--- src/rtl/power_manager_map.vh ---
// Constants for the power manager reset and clock block.
// Assumes a 32-bit Avalon-MM slave with byte addresses.
// Behaviour
// [RL1] Software disables generic clock before changing it
// [RL2] Five generic clocks: three pins, USB, DAC
// [RL3] Divided bus clocks stop with undivided ones
// [RL4] Qualified clocks stop in debug unless kept
// [RL5] Divided clocks always debug qualified
// [RL6] Power-on holds reset while supply low
// [RL7] Low external reset pin causes reset
// [RL8] Six reset sources collected; the code collects seven, each with its own cause bit
// [RL9] Power-on alone resets low-power domain
// [RL10] All sources reset bus and clock logic
// [RL11] Debug survives watchdog/debug; watchdog survives watchdog
// [RL12] RC calibration power-on only; brownout/bandgap also external
// [RL13] Reset cause readable, one bit each
// [RL14] Test port holds parts in reset
// [RL15] Brownout threshold programmable, off by default
// [RL16] Brownout raises interrupt or reset
// [RL17] Brownout detection bit always readable
// [RL18] Change threshold only with brownout disabled
// [RL19] Calibration loaded from fuses after power-on
// [RL20] Calibration write needs 0x55 then 0xAA
// [RL21] Overriding factory calibration discouraged
// [RL22] Disabled generic clock stops at falling edge
// [RL23] Source select; divide by 2*(DIV+1)
// [RL24] Bad unlock sequence leaves register, relocks
// [RL25] Cause register holds only latest source
`ifndef POWER_MANAGER_MAP_VH
`define POWER_MANAGER_MAP_VH
`define PM_ADDR_W 10
`define PM_GCC0 10'h060
`define PM_RCCR 10'h0C0
`define PM_BGCR 10'h0C4
`define PM_VREGCR 10'h0C8
`define PM_BOD 10'h0D0
`define PM_RESET_CAUSE_REGISTER 10'h140
`define PM_POSCSR 10'h054
`define PM_GPLP0 10'h200
`define PM_GPLP1 10'h204
`define PM_DBGCTL 10'h180
`define PM_NUM_GCLK 5
`define GC_CEN 2
`define GC_DIVEN 4
`define GC_OSCSEL 0
`define GC_PLLSEL 1
`define GC_DIV_LSB 8
`define GC_DIV_MSB 15
`define BOD_LVL_MSB 5
`define BOD_HYST 6
`define BOD_CTRL_LSB 8
`define BOD_CTRL_MSB 9
`define BOD_ACT_RESET 2'h1
`define BOD_ACT_IRQ 2'h2
`define KEY_LSB 24
`define KEY_FIRST 8'h55
`define KEY_SECOND 8'hAA
`define CAUSE_POR 0
`define CAUSE_BOD 1
`define CAUSE_EXT 2
`define CAUSE_WDT 3
`define CAUSE_JTAG 4
`define CAUSE_CPUERR 7
`define CAUSE_OCD 8
`define POSCSR_BODET 16
`define RST_DIGITAL 32'h00000000
`endif

--- src/rtl/power_manager_reset_clock_ctl.v ---
// Reset controller, brownout, calibration and generic clocks.
// Assumes analog comparators and clock sources arrive synchronous to clk_i.
//
// Decided for this implementation: the register addresses and register access over Avalon-MM.
`timescale 1ns/1ps
`include "power_manager_map.vh"
module power_manager_reset_clock_ctl (
	input wire clk_i,
	input wire nrst_i,
	input wire [9:0] avs_address_i,
	input wire avs_read_i,
	input wire avs_write_i,
	input wire [31:0] avs_writedata_i,
	input wire [3:0] avs_byteenable_i,
	output wire [31:0] avs_readdata_o,
	output wire avs_waitrequest_o,
	input wire por_below_i,
	input wire ext_reset_n_i,
	input wire bod_below_i,
	input wire cpu_error_i,
	input wire wdt_reset_i,
	input wire ocd_reset_i,
	input wire jtag_hold_i,
	input wire [3:0] gc_src_i,
	input wire pb_run_a_i,
	input wire pb_run_b_i,
	input wire pba_div_tick_i,
	input wire pbb_div_tick_i,
	input wire debug_halt_i,
	input wire debug_keep_i,
	input wire fuse_valid_i,
	input wire [31:0] fuse_rc_i,
	input wire [31:0] fuse_bg_i,
	input wire [31:0] fuse_vreg_i,
	input wire [9:0] fuse_bod_i,
	output wire [`PM_NUM_GCLK-1:0] generic_clock_o,
	output wire pba_div_en_o,
	output wire pbb_div_en_o,
	output wire pba_dbg_en_o,
	output wire pbb_dbg_en_o,
	output reg sys_reset_o,
	output reg wdt_ctrl_reset_o,
	output reg ocd_reset_o,
	output reg por_domain_reset_o,
	output reg brownout_irq_o
);
	reg [31:0] gcc_q [0:`PM_NUM_GCLK-1];
	reg [7:0] gcnt_q [0:`PM_NUM_GCLK-1];
	reg [`PM_NUM_GCLK-1:0] gout_q;
	reg [`PM_NUM_GCLK-1:0] gsrc_q;
	reg [31:0] rccr_q, bgcr_q, vregcr_q, gplp0_q, gplp1_q;
	reg [9:0] bod_q;
	reg [8:0] cause_q;
	reg [1:0] key_q;
	reg [31:0] rdata_q;
	reg dbgkeep_q;
	reg rd_wait_q;
	reg fuse_done_q;
	wire ext_low = ~ext_reset_n_i; // see [RL7]
	wire bod_act = bod_below_i & (bod_q[`BOD_CTRL_MSB:`BOD_CTRL_LSB] == `BOD_ACT_RESET); // see [RL16]
	wire any_soft = ext_low | bod_act | cpu_error_i | wdt_reset_i | ocd_reset_i; // see [RL8]
	wire wr = avs_write_i;
	wire [7:0] key_in = avs_writedata_i[31:24];
	integer i;

	function is_cal;
		input [9:0] a;
		begin
			is_cal = (a == `PM_RCCR) || (a == `PM_BGCR) || (a == `PM_VREGCR) || (a == `PM_BOD);
		end
	endfunction

	function [2:0] gc_idx;
		input [9:0] a;
		begin
			gc_idx = a[4:2];
		end
	endfunction

	// One wait state on reads so registered data stands at the accepting edge
	assign avs_waitrequest_o = avs_read_i & ~rd_wait_q;
	assign avs_readdata_o = rdata_q;

	always @(posedge clk_i) begin
		if (!nrst_i)
			rd_wait_q <= 1'b0;
		else
			rd_wait_q <= avs_read_i & ~rd_wait_q;
	end
	// Reset outputs, decoded per source
	always @(posedge clk_i) begin
		sys_reset_o <= ~nrst_i | por_below_i | any_soft | jtag_hold_i; // see [RL6] see [RL10] see [RL14]
		ocd_reset_o <= ~nrst_i | por_below_i | ext_low | bod_act | cpu_error_i; // see [RL11]
		wdt_ctrl_reset_o <= ~nrst_i | por_below_i | ext_low | bod_act | cpu_error_i | ocd_reset_i; // see [RL11]
		por_domain_reset_o <= ~nrst_i | por_below_i; // see [RL9]
		brownout_irq_o <= bod_below_i & (bod_q[`BOD_CTRL_MSB:`BOD_CTRL_LSB] == `BOD_ACT_IRQ); // see [RL16]
	end

	// Reset cause: latest source only
	always @(posedge clk_i) begin
		if (!nrst_i || por_below_i)
			cause_q <= 9'h001; // see [RL25]
		else if (ext_low)
			cause_q <= 9'h004; // see [RL13]
		else if (bod_act)
			cause_q <= 9'h002;
		else if (wdt_reset_i)
			cause_q <= 9'h008;
		else if (jtag_hold_i)
			cause_q <= 9'h010;
		else if (cpu_error_i)
			cause_q <= 9'h080;
		else if (ocd_reset_i)
			cause_q <= 9'h100;
	end

	// Calibration and low-power registers; power-on domain
	always @(posedge clk_i) begin
		if (!nrst_i || por_below_i) begin
			rccr_q <= `RST_DIGITAL;
			vregcr_q <= `RST_DIGITAL;
			gplp0_q <= `RST_DIGITAL;
			gplp1_q <= `RST_DIGITAL;
			fuse_done_q <= 1'b0;
		end else if (!fuse_done_q) begin
			if (fuse_valid_i) begin
				rccr_q <= fuse_rc_i; // see [RL19] see [RL12]
				vregcr_q <= fuse_vreg_i;
				fuse_done_q <= 1'b1;
			end
		end else if (wr && key_q == 2'h1 && key_in == `KEY_SECOND) begin
			if (avs_address_i == `PM_RCCR)
				rccr_q <= avs_writedata_i; // see [RL20]
			if (avs_address_i == `PM_VREGCR)
				vregcr_q <= avs_writedata_i;
		end else if (wr && avs_address_i == `PM_GPLP0) begin
			gplp0_q <= avs_writedata_i;
		end else if (wr && avs_address_i == `PM_GPLP1) begin
			gplp1_q <= avs_writedata_i;
		end
	end

	// Brownout and bandgap: power-on and external reset; fuses reload after either
	always @(posedge clk_i) begin
		if (!nrst_i || por_below_i || ext_low) begin
			bgcr_q <= `RST_DIGITAL;
			bod_q <= 10'h000; // see [RL15]
		end else if (!fuse_done_q || (fuse_valid_i && bod_q == 10'h000 && bgcr_q == `RST_DIGITAL && key_q == 2'h0 && !wr)) begin
			if (fuse_valid_i) begin
				bgcr_q <= fuse_bg_i; // see [RL19]
				bod_q <= fuse_bod_i; // see [RL15]
			end
		end else if (wr && key_q == 2'h1 && key_in == `KEY_SECOND) begin
			if (avs_address_i == `PM_BGCR)
				bgcr_q <= avs_writedata_i;
			if (avs_address_i == `PM_BOD)
				bod_q <= avs_writedata_i[9:0]; // see [RL20]
		end
	end

	// Unlock: 0x55 arms, matching 0xAA commits, anything else relocks
	always @(posedge clk_i) begin
		if (!nrst_i || por_below_i)
			key_q <= 2'h0;
		else if (wr && is_cal(avs_address_i)) begin
			if (key_q == 2'h0 && key_in == `KEY_FIRST)
				key_q <= 2'h1; // see [RL20]
			else
				key_q <= 2'h0; // see [RL24]
		end else if (wr)
			key_q <= 2'h0; // see [RL24]
	end

	// Debug keep-running flag
	always @(posedge clk_i) begin
		if (!nrst_i || sys_reset_o)
			dbgkeep_q <= 1'b0;
		else if (wr && avs_address_i == `PM_DBGCTL)
			dbgkeep_q <= avs_writedata_i[0];
	end

	wire dbg_run = ~debug_halt_i | debug_keep_i | dbgkeep_q; // see [RL4]
	assign pba_dbg_en_o = pb_run_a_i & dbg_run;
	wire pbb_dbg_en_w = pb_run_b_i & dbg_run;
	assign pbb_dbg_en_o = pbb_dbg_en_w;
	assign pba_div_en_o = pba_div_tick_i & pb_run_a_i & dbg_run; // see [RL3] see [RL5]
	assign pbb_div_en_o = pbb_div_tick_i & pb_run_b_i & dbg_run; // see [RL3] see [RL5]

	// Generic clocks; source samples are synchronous levels
	always @(posedge clk_i) begin
		for (i = 0; i < `PM_NUM_GCLK; i = i + 1) begin
			if (!nrst_i || sys_reset_o) begin
				gcc_q[i] <= `RST_DIGITAL; // see [RL10]
				gcnt_q[i] <= 8'h00;
				gout_q[i] <= 1'b0;
				gsrc_q[i] <= 1'b0;
			end else begin
				gsrc_q[i] <= gc_src_i[{gcc_q[i][`GC_PLLSEL], gcc_q[i][`GC_OSCSEL]}]; // see [RL23]
				if (wr && avs_address_i[9:5] == 5'h03 && gc_idx(avs_address_i) == i[2:0]) begin
					if (avs_writedata_i[`GC_CEN] || !gcc_q[i][`GC_CEN])
						gcc_q[i] <= avs_writedata_i;
					else
						gcc_q[i] <= {gcc_q[i][31:3], 1'b1, gcc_q[i][1:0]} & 32'h0000FF17 | 32'h00000004;
				end
				// Falling source edge ends a pending disable, so no runt pulse
				if (gsrc_q[i] && !gc_src_i[{gcc_q[i][`GC_PLLSEL], gcc_q[i][`GC_OSCSEL]}]) begin
					if (!pb_run_a_i || (gcc_q[i][`GC_CEN] && gcc_q[i][3])) begin
						gcc_q[i][`GC_CEN] <= pb_run_a_i ? 1'b0 : gcc_q[i][`GC_CEN]; // see [RL22]
						gcc_q[i][3] <= 1'b0;
						gout_q[i] <= 1'b0;
						gcnt_q[i] <= 8'h00;
					end else if (gcc_q[i][`GC_CEN]) begin
						if (!gcc_q[i][`GC_DIVEN])
							gout_q[i] <= 1'b1;
						else if (gcnt_q[i] == gcc_q[i][`GC_DIV_MSB:`GC_DIV_LSB]) begin
							gcnt_q[i] <= 8'h00;
							gout_q[i] <= ~gout_q[i]; // see [RL23]
						end else
							gcnt_q[i] <= gcnt_q[i] + 8'h01;
					end
				end else if (!gcc_q[i][`GC_DIVEN] && gsrc_q[i] == 1'b0 && gc_src_i[{gcc_q[i][`GC_PLLSEL],
						gcc_q[i][`GC_OSCSEL]}] && gcc_q[i][`GC_CEN] && pb_run_a_i)
					gout_q[i] <= 1'b1;
				if (wr && avs_address_i[9:5] == 5'h03 && gc_idx(avs_address_i) == i[2:0] &&
						!avs_writedata_i[`GC_CEN] && gcc_q[i][`GC_CEN])
					gcc_q[i][3] <= 1'b1;
			end
		end
	end

	assign generic_clock_o = gout_q; // see [RL2]

	// Read mux
	always @(posedge clk_i) begin
		if (!nrst_i)
			rdata_q <= 32'h00000000;
		else if (avs_read_i && !rd_wait_q) begin
			case (avs_address_i)
			`PM_RCCR: rdata_q <= rccr_q;
			`PM_BGCR: rdata_q <= bgcr_q;
			`PM_VREGCR: rdata_q <= vregcr_q;
			`PM_BOD: rdata_q <= {22'h000000, bod_q};
			`PM_RESET_CAUSE_REGISTER: rdata_q <= {23'h000000, cause_q}; // see [RL13]
			`PM_POSCSR: rdata_q <= {15'h0000, bod_below_i, 16'h0000}; // see [RL17]
			`PM_GPLP0: rdata_q <= gplp0_q;
			`PM_GPLP1: rdata_q <= gplp1_q;
			`PM_DBGCTL: rdata_q <= {31'h00000000, dbgkeep_q};
			default: begin
				if (avs_address_i[9:5] == 5'h03 && avs_address_i[4:2] < 3'h5)
					rdata_q <= gcc_q[avs_address_i[4:2]] & 32'hFFFFFFF7;
				else
					rdata_q <= 32'h00000000;
			end
			endcase
		end
	end
endmodule // power_manager_reset_clock_ctl

--- config.mk ---
export PLATFORM = sky130hd
export DESIGN_NAME = power_manager_reset_clock_ctl
export DESIGN_NICKNAME = d
export VERILOG_FILES = /design/src/rtl/power_manager_reset_clock_ctl.v
export VERILOG_INCLUDE_DIRS = /design/src /design/src/rtl
export SDC_FILE = /design/constraint.sdc
export NUM_CORES = 1
export LEC_CHECK = 0
export ABC_AREA = 1
export BUFFER_PORTS_ARGS = -buffer_cell sky130_fd_sc_hd__buf_4
export CORE_ASPECT_RATIO = 1.25
export CORE_MARGIN = 10
export CORE_UTILIZATION = 64
export DETAILED_ROUTE_END_ITERATION = 8
export GPL_TIMING_DRIVEN = 0
export PLACE_DENSITY = 0.82
export SLEW_MARGIN = 20
export SYNTH_ARGS = -nofsm -noshare
export SYNTH_HDL_FRONTEND = slang
export SYNTH_SLANG_ARGS = --single-unit
export TNS_END_PERCENT = 10
--- constraint.sdc ---
create_clock -name clk_i -period 8.24 [get_ports clk_i]
set_input_delay 2.06 -clock clk_i [delete_from_list [all_inputs] [get_ports clk_i]]
set_output_delay 2.06 -clock clk_i [all_outputs]
set_load 0.01 [all_outputs]
==> Word level (Yosys, flattened, before mapping) <==
Memories as Yosys holds them, arrays and structs flattened.
Cells that the tools add are included.
{ "word_totals": {"ff_bits": 229, "ram_bits": 200, "inputBits": 174, "output_inout_bits": 47, "elab_cells": 550, "n_memories": 2} }
{ "memory_table": {"columns": ["name", "words", "word_bits", "read_ports", "rd_ports_with_merged_regs", "wr", "line", "source"], "rows": [
  ["gcc_q", 5, 32, 6, 0, 5, "power_manager_reset_clock_ctl.v:47", "reg [31:0] gcc_q [0:`PM_NUM_GCLK-1];"],
  ["gcnt_q", 5, 8, 5, 0, 5, "power_manager_reset_clock_ctl.v:48", "reg [7:0] gcnt_q [0:`PM_NUM_GCLK-1];"]
]} }
{ "op_classes": {"n_addsub": 5, "magnitude_cmp": 6, "eq_ne": 39, "mux": 261, "bitwise_logic": 78, "reduce_logical": 131} }
{ "ops": {"columns": ["operator", "n"], "rows": [
  ["$mux W32", 23],
  ["$pmux W32 S9", 1],
  ["$mux W1", 205],
  ["$mux W8", 17],
  ["$logic_and A1 B1 Y1", 59],
  ["$or A1 B1 Y1", 53],
  ["$add A8 B1 Y8 const B", 5],
  ["$eq A10 B8 Y1 const B", 4],
  ["$eq A8 B8 Y1", 5],
  ["$mux W10", 4],
  ["$logic_not A32 Y1", 1],
  ["$reduce_and A3 Y1", 10],
  ["$reduce_bool A2 Y1", 11],
  ["$logic_not A1 Y1", 21],
  ["$eq A10 B10 Y1 const B", 2],
  ["$eq A10 B9 Y1 const B", 2],
  ["$ne A4 B2 Y1 const B", 5],
  ["$logic_or A1 B1 Y1", 17],
  ["$not A1 Y1", 16],
  ["$lt A2 B3 Y1 const B", 5],
  ["$ne A3 B2 Y1 const B", 5],
  ["$bmux W1 S2", 5],
  ["$eq A10 B7 Y1 const B", 1],
  ["$logic_not A10 Y1", 1],
  ["other kinds (28)", 42]
]} }

==> Longest topological paths before layout <==
Gate-level depths: netlist of the first run.
An unclocked memory read counts as a cell.
{ "depth": {"depth_word": 11, "ltp_mapped": 13, "depth_no_buf": 12} }

==> Worst setup path after synthesis of the first run <==
OpenSTA, ideal clock, no wires.
{ "synth_timing": {"path_type": "input -> output", "start": "input port avs_read_i", "end": "output port avs_waitrequest_o", "arrival_time_ns": 2.836, "path_slack_ns": 3.344, "stages": 4, "path_buffers": 2, "path_cell_list": "inv_1 -> nor2_1 -> clkbuf_1 -> clkbuf_1"} }
{ "synth_between": {"elab_chain_len": 1} }
{ "synth_lines": {"columns": ["element", "line", "source"], "rows": [
  ["start, declared", "power_manager_reset_clock_ctl.v:11", "input wire avs_read_i,"],
  ["$and A1 B1 Y1", "power_manager_reset_clock_ctl.v:81", "assign avs_waitrequest_o = avs_read_i & ~rd_wait_q;"],
  ["end, declared", "power_manager_reset_clock_ctl.v:16", "output wire avs_waitrequest_o,"]
]} }
No other way between the ends.

==> Worst setup path after layout of the first run <==
Ends and elaborated chain as after synthesis.

==> results.md, run 1 <==
Clock tree:
- The number of setup buffers added after CTS is 0.
- The maximum buffer depth of the clock tree is 3.
- After clock tree synthesis, the clock-pin slew on the worst setup and hold paths is 0.06 ns.
- The clock tree root buffer cell is sky130_fd_sc_hd__clkbuf_16.
- The insertion delay to the later sink of the worst-skew pair is 0.58 ns.
- Gates resized during post-CTS repair numbered 0.
- The level count of the clock H-tree is 2.
- TritonCTS built the clock tree.
- The number of clock sinks is ~430.
- Buffers inserted to repair hold after CTS numbered 0.
- The number of buffers added by the clock tree synthesis step is 44.

Logic synthesis:
- The most used flip-flop cell after synthesis is sky130_fd_sc_hd__dfxtp_1.
- The biggest area contributor in the post-synthesis netlist is sky130_fd_sc_hd__edfxtp_1.
- The share of Yosys cell area claimed by the top area cell type is 0.283.
- The share of the yosys chip area belonging to registers is 0.498.
- Yosys mapped a number of flops with a built-in enable equal to 200.
- The synthesized flop and latch total is 428.
- Dividing the synthesized area by the synthesized cell count gives between 7 and 8 um2.
- The synthesized netlist occupies a cell area of 21200 um2.
- After synthesis, the share of flip-flops with an asynchronous set or reset is 0.
- The total of warnings raised by yosys is 0.
- The cell count after synthesis came out at 2828.
- sky130_fd_sc_hd__nand2_1 is the most common cell in the netlist.
- Synthesis instantiated 45 different standard cells from the library.
- By count the netlist is led by sky130_fd_sc_hd__nand2_1, sky130_fd_sc_hd__nor2_1, sky130_fd_sc_hd__inv_1.
- In the post-synthesis netlist, the biggest area contributors are sky130_fd_sc_hd__edfxtp_1, sky130_fd_sc_hd__dfxtp_1, sky130_fd_sc_hd__nand2_1, sky130_fd_sc_hd__nor2_1, sky130_fd_sc_hd__o21ai_0.
- Counting every net in the synthesized netlist gives about 3000.

Timing:
- The number of endpoints with negative hold slack in the final report is 0.
- The worst-case setup margin in the final layout is 2.57 ns.
- For the pin with the worst max-slew slack, the measured transition is 1.07 ns.
- For the final database, setup skew stands at about 0.031 ns.
- The setup total negative slack is 0 ns.
- The maximum operating frequency is between 150 and 200 MHz.
- The minimum period implied by the final worst setup slack is ~5.7 ns.
- Dividing the final minimum period by the clock period gives 0.689.
- The number of setup violations in the final report is 0.
- The headroom to the max-slew limit is 0.280.
- Across all hold checks on the routed design, the worst slack comes to 0.449 ns.
- The final count of pins violating max slew came to 0.
- Setup repair after global routing left no endpoint under its margin.

Min path:
- The kind of path behind the tightest hold check is reg2reg.
- The hold path startpoint is rccr_q[20].
- Along the worst hold path, the cell count comes to 2.
- The worst hold path endpoint is rccr_q[20].

Power:
- The worst-case IR drop observed on VDD is between 200 and 250 uV.
- The net switching fraction of the power is 0.256.
- The share of total power dissipated in combinational logic is 0.097.
- The internal power component is 3.61 mW.
- In this run the static leakage power is between 10 and 15 nW.
- The proportion of power drawn by the clock network is 0.439.
- Of the total power, registers draw 0.464.
- The power density over the cells is 195 nW/um2.
- Summed over all nets, the switching power comes to approximately 1.2 mW.

Detailed routing:
- The mean routed wirelength per cell is roughly 24 um.
- The count of antenna-violating nets left after detailed routing is 0.
- The pre-antenna-repair detailed-routing pass consisted of 9 iterations.
- The total wirelength of the detailed-routed design is 85.8 mm.
- The post-detailed-route via-to-cell ratio is 6.13.
- For this block, the initial DRC count from the detailed router was 3005.
- The final route contains 21747 vias.
- For this run, design rule violations remaining after detail routing come to 3.

Die:
- The die is 224 um tall.
- approximately 220 I/O pins were placed.
- The floorplan has 74 rows.
- The floorplan die width is 183 um.
- The core region is 32700 um2.
- The die covers slightly above 40000 um2.
- The initial utilization of the core area, before any placement, comes to 0.649.

Worst setup path:
- The worst setup path is of the in2out kind.
- The worst register-to-register path ends at gcc_q[0][23].
- The worst register-to-register path begins at sys_reset_o.
- The critical-path maximum fanout is 10.
- At the worst endpoint, the required time is 6.18 ns.
- The worst reg-to-reg setup slack is 5.26 ns.
- The category of the worst setup path launch point is a primary input.
- The number of cells on the worst reg-to-reg path is 4.
- The worst setup path is captured at an output pin.
- The arrival time at the worst endpoint is 3.61 ns.

Placement:
- The count of buffers added on input and output ports is ~210.
- The worst setup timing slack at the placement stage is 2.64 ns.
- Summing all placed instances gives a cell area of ~23000 um2.
- After legalization and detailed placement, the total HPWL measured 63.4 mm.
- The final weighted congestion of routability-driven global placement is 1.07.

Global routing:
- The via count of the first global-routing pass was 21117.
- The largest net degree at the start of global routing is 20.
- The total overflow left after global routing is 0.
- The first global-routing pass estimated between 100 and 150 mm of wire.
- The global-route usage over all layers is 0.405.
- The number of antenna violations at the first check in global routing is 5.

Final layout:
- The layout cell share with drive strength beyond 1 is 0.127.
- After filler insertion, the fill cell instance count of the layout stands at 2409.
- For this run, the post-layout net count is about 3300.
- The growth of design area from synthesis to finish is 17.4%.
- The total non-filler cell area in the finished layout is 24900 um2.

Outcome:
- The final reports fail on DRC.
- The run finished, with violations left.

Job:
- The tool flagged a number of max-cap violations equal to 0.
==> worst max path at each step <==
stage | slack (ns) | start | cells after the start | endpoint
finish | 2.57 | avs_read_i | 6 | avs_waitrequest_o
CTS | 2.63 | avs_read_i | 6 | avs_waitrequest_o
global placement | 2.69 | avs_read_i | 6 | avs_waitrequest_o
floorplan | 3.34 | avs_read_i | 4 | avs_waitrequest_o
global route | 2.51 | avs_read_i | 6 | avs_waitrequest_o
detailed placement | 2.64 | avs_read_i | 6 | avs_waitrequest_o
==> power groups by stage <==
stage	Sequential, mW	Combinational, mW	Clock (mW)
after floorplan	2.29	0.223	0
after global routing	2.25	0.495	2.18
final	2.25	0.469	2.13
after global placement	2.30	0.428	0
after CTS	2.25	0.441	2.10
after detailed placement	2.30	0.436	0
==> cells in the final DEF (no fill, tap or decap), types with 47 or more instances in the layout <==
cell type | Yosys | routed
sky130_fd_sc_hd__buf_4 | 10 | 226
sky130_fd_sc_hd__o21ai_0 | 227 | 224
sky130_fd_sc_hd__nand3_1 | 92 | 92
sky130_fd_sc_hd__edfxtp_1 | 200 | 200
sky130_fd_sc_hd__dfxtp_1 | 228 | 228
sky130_fd_sc_hd__a21oi_1 | 171 | 171
sky130_fd_sc_hd__nor2_1 | 597 | 597
sky130_fd_sc_hd__inv_1 | 264 | 264
sky130_fd_sc_hd__nand2_1 | 636 | 636
sky130_fd_sc_hd__clkbuf_1 | 86 | 91
sky130_fd_sc_hd__clkbuf_16 | 0 | 47
==> sequential cells by signal (all words and copies together), names as in the netlist, 32 cells and up <==
name            count
avs_readdata_o     32
bgcr_q             32
gcc_q             160
gcnt_q             40
gplp0_q            32
gplp1_q            32
rccr_q             32
vregcr_q           32
==> final cells by class <==
class                           instances  area, um2  area share
Sequential cell                       428      10600       0.424
Multi-Input combinational cell       1990       9010       0.362
Timing Repair Buffer                  216       1620      0.0651
Clock buffer                           56       1240      0.0499
Inverter                              276       1040      0.0416
Buffer                                134        602      0.0242
Tap cell                              418        523      0.0210
Clock inverter                         25        282      0.0113
Antenna cell                            4       10.0    0.000402
==> metrics by stage <==
| step | utilization | total power [mW] | cells |
|---|---|---|---|
| floorplan | - | 2.52 | 2828 |
| global placement | 0.714 | 2.72 | 3459 |
| detailed placement | 0.715 | 2.73 | 3462 |
| CTS | 0.761 | 4.79 | 3543 |
| global route | 0.762 | 4.93 | 3543 |
| finish | 0.762 | 4.85 | 3547 |
==> critical path, cell delays in order <==
cell and delay (ns):
sky130_fd_sc_hd__buf_4 0.07, sky130_fd_sc_hd__inv_1 0.03, sky130_fd_sc_hd__nor2_1 0.18, sky130_fd_sc_hd__clkbuf_1 0.66, sky130_fd_sc_hd__clkbuf_1 0.40, sky130_fd_sc_hd__buf_4 0.21
==> cell families (layout without fill, tap and decap cells) <==
group / after synthesis / in the layout / share of synthesized area
AND/OR/NAND/NOR: 1428 / 1428 / 0.271
AO/OA/AOI/OAI: 504 / 504 / 0.128
flip-flops: 428 / 428 / 0.498
buffers and inverters: 410 / 707 / 0.0772
XOR/XNOR: 53 / 53 / 0.0219
adder cells (fa/ha/maj): 5 / 5 / 0.00295
other: 0 / 4 / 0
==> routing by layer <==
metal  share of wire  routed length (um)  track usage
met5         0.00028                  24            0
met2            0.45               38800        0.645
met3            0.12               10600       0.0973
met4            0.10                8770        0.353
met1            0.32               27500        0.446
Power figures use the tool's default switching activity.
==> run 2, diff against run 1 <==
- ABC_AREA: 1 -> 0
- CORE_UTILIZATION: 64 -> 59
- PLACE_DENSITY: 0.82 -> 0.76
- clock period: 8.24 -> 5.6 ns (I/O delays scaled with it)
==> results.md, run 2 <==
Die:
- From left edge to right edge, the die measures roughly 190 um.
- The die is 230 um tall.
- For this configuration, the core starts out at a cell density of 0.600.
- The floorplan step defined a die boundary enclosing ~43000 um2.
- In this run the count of I/O pins placed on the die edge is 221.
- The count of standard-cell rows is 76.
- The core region area is 34600 um2.

Global routing:
- The number of antenna violations at the first check in global routing is 4.
- The sum of overflow across all layers after global routing is 0.
- For this run, the total global-route usage over all layers was measured as 0.359.
- Entering global routing, the biggest net connects 20 pins.
- The first global-routing pass estimated 116 mm of wire.
- The via count of the first global-routing pass is 17858.

Placement:
- Buffers placed on the I/O ports in this run total around 200.
- The congestion estimate from routability-driven global placement came to 1.01.
- Once placement finished, the instance area stood at 22900 um2.
- Detailed placement finished with a half-perimeter wire length of 58.5 mm.

Clock tree:
- The number of buffers added to fix hold violations after cts is 0.
- The clock-pin slew reported for the worst setup and hold paths after clock tree synthesis is 0.06 ns.
- Counting every sink on the clock net gives 428.
- In this run the deepest clock path goes through 3 buffers.
- In this run the clock root is driven by a sky130_fd_sc_hd__clkbuf_16.
- The TritonCTS clock tree is yes.
- In this run the post-CTS setup repair buffer count came out at 0.
- The post-cts sizing count is 0.
- The insertion delay to the later sink of the worst-skew pair is 0.57 ns.
- The H-tree was split into 2 levels.
- Counting the buffers created by CTS gives 44.

Timing:
- At the pin with the least slew margin, the transition time is 1.23 ns.
- The worst path in the final design needs a cycle of 5.01 ns, including I/O delays and setup.
- The number of endpoints with negative hold slack in the final report is 0.
- Setup violations remaining at the end of the flow were counted as 0.
- The clock arrives with about 0.025 ns of skew.
- Setup repair after global routing left no endpoint under its margin.
- The headroom to the max-slew limit is 0.178.
- The final count of pins violating max slew is 0.
- Hold is met by 0.479 ns.
- Static timing analysis puts the maximum clock frequency at 200 MHz.
- The fraction of the cycle the final worst path needs is 0.894.

Logic synthesis:
- The synthesized design contains 200 enable-type register cells.
- The share of the Yosys chip area taken by registers is 0.509.
- The post-synthesis area per instance is 10.4 um2.
- The share of Yosys cell area claimed by the top area cell type is 0.289.
- Ranked by total cell area, the synthesized netlist is headed by sky130_fd_sc_hd__edfxtp_1, sky130_fd_sc_hd__dfxtp_1, sky130_fd_sc_hd__mux2i_1, sky130_fd_sc_hd__and2_1, sky130_fd_sc_hd__nor2_1.
- The commonest cells after synthesis are sky130_fd_sc_hd__nor2_1, sky130_fd_sc_hd__dfxtp_1, sky130_fd_sc_hd__edfxtp_1.
- Counting flops and latches in the post-synthesis netlist gives 428.
- The dominant register cell in the synthesized netlist is sky130_fd_sc_hd__dfxtp_1.
- For this run, asynchronously set or reset flops after synthesis account for 0.
- The number of instances in the synthesized netlist is 1997.
- The total nets after synthesis is 2176.
- The library cell occupying the most area in the post-synthesis netlist is sky130_fd_sc_hd__edfxtp_1.
- The total of warnings raised by yosys is 0.
- After synthesis, the netlist uses 70 different library cells.
- sky130_fd_sc_hd__nor2_1 is the most common cell in the netlist.
- The summed instance area of the synthesized netlist is 20800 um2.

Detailed routing:
- In the final routed layout, each cell accounts on average for about 30 um.
- The DRC violation count after routing is 0.
- The routed design has between 80 and 90 mm of wire.
- The first TritonRoute pass finished after 7 iterations.
- In the routed layout, each cell is associated on average with a via count of 6.61.
- The detailed-route via count is 18207.
- In this run the remaining antenna-violating nets after routing total 0.
- For this block, the initial DRC count from the detailed router was 2693.

Final layout:
- In the final layout, the registers with the most flip-flops are gcc_q: 160 flops, gcnt_q: 40 flops.
- From synthesis to final layout, the design area changed by 16.9%.
- More flip-flops sit in one register than any other, and that register is gcc_q.
- The filler cell count is about 2800.
- The register with the most flip-flops in the layout has 160 of them.
- The net count of the finished layout is 2426.
- Of the cells placed in the final design, the portion with a size suffix greater than 1 is 0.158.
- In the layout the commonest cells are sky130_fd_sc_hd__nor2_1, sky130_fd_sc_hd__dfxtp_1, sky130_fd_sc_hd__buf_4, sky130_fd_sc_hd__edfxtp_1, sky130_fd_sc_hd__mux2i_1.
- The finished cells cover roughly 24000 um2.
- The library cell used most frequently in the layout, excluding fill and tap cells, is sky130_fd_sc_hd__nor2_1.

Worst setup path:
- The number of cells on the worst reg-to-reg path is 8.
- The worst flop-to-flop path endpoint is bgcr_q[28].
- The most critical setup path has its endpoint at avs_waitrequest_o.
- The start of the worst register-to-register path is bgcr_q[17].
- Data on the critical path is required at its endpoint by 4.20 ns.
- The worst setup path is launched from a primary input.
- Tracing the worst setup path back leads to its startpoint at avs_read_i.
- The worst reg-to-reg setup slack is roughly 2.2 ns.
- STA puts the critical path data arrival time at 3.61 ns.
- The worst setup path is captured at an output pin.
- Along the worst path, the maximum fanout reaches 10.
- By startpoint and endpoint, the worst setup path is classified as in2out.

Power:
- The power density over the cells is 281 nW/um2.
- IR analysis of the VDD net gives a maximum drop of approximately 220 uV.
- After layout, the design draws a total of 6.81 mW.
- In this run the static leakage power is 9.53 nW.

Job:
- The max capacitance violation total is 0.

Outcome:
- The run finished with clean final reports.

Min path:
- The tightest min-delay check is of the reg2reg type.
## run 2: cell type report
cell class                 instances  area [um2]  area share
antenna                            4        10.0    0.000412
timing repair buffer             204        1540      0.0633
buffer                           168         721      0.0297
clock inverter                     8        83.8     0.00345
multi-input combinational       1381        9420       0.388
clock buffer                      73        1270      0.0523
inverter                          20        75.1     0.00309
sequential                       428       10600       0.435
tap                              468         586      0.0241
## run 2: metrics by stage
| step | TNS (ns) | utilization | setup WS, ns | instances |
|---|---|---|---|---|
| 2_1_floorplan | 0 | - | 1.65 | 1997 |
| 3_3_place_gp | -3.10 | 0.660 | -0.282 | 2666 |
| 3_5_place_dp | 0 | 0.662 | 0.304 | 2669 |
| 4_1_cts | 0 | 0.701 | 0.712 | 2750 |
| 5_1_grt | 0 | 0.701 | 0.617 | 2751 |
| 6_report | 0 | 0.701 | 0.592 | 2754 |
## run 2: worst min path at each step
stage / endpoint / from / depth (start not counted) / slack, ns
floorplan: cause_q[1] / cause_q[1] / 2 / 0.44
global placement: cause_q[2] / cause_q[2] / 2 / 0.46
detailed placement: cause_q[2] / cause_q[2] / 2 / 0.47
CTS: cause_q[2] / cause_q[2] / 2 / 0.48
global route: cause_q[2] / cause_q[2] / 2 / 0.50
finish: cause_q[2] / cause_q[2] / 2 / 0.48
## run 2: cell families (layout without fill, tap and decap cells)
kind of cell             after synthesis  count (layout)  synth area share
other                                  0               4                 0
multiplexers                         210             210             0.117
AND/OR/NAND/NOR                      683             683             0.164
buffers and inverters                188             473            0.0383
flip-flops                           428             428             0.509
AO/OA/AOI/OAI                        412             412             0.138
adder cells (fa/ha/maj)                6               6           0.00349
XOR/XNOR                              70              70            0.0295
## run 2: per-layer routing
layer | vias to the layer above | GRT usage | share of wire
met4 | 0 | 0.254 | 0.088
met5 | - | 0 | 0
li1 | 7809 | - | -
met2 | 1400 | 0.576 | 0.46
met3 | 380 | 0.0951 | 0.11
met1 | 8618 | 0.412 | 0.34
## run 2: report_power, final
part	internal (mW)	switching (mW)	total, mW
clock	1.60	1.25	2.85
sequential	3.30	0.0435	3.34
combinational	0.220	0.398	0.618
## run 2: worst max-delay path, stage by stage
cell and delay [ns]:
sky130_fd_sc_hd__buf_4 0.09, sky130_fd_sc_hd__nand2b_1 0.05, sky130_fd_sc_hd__clkbuf_1 0.26, sky130_fd_sc_hd__inv_1 0.30, sky130_fd_sc_hd__clkbuf_1 0.57, sky130_fd_sc_hd__clkbuf_1 0.67, sky130_fd_sc_hd__buf_4 0.25
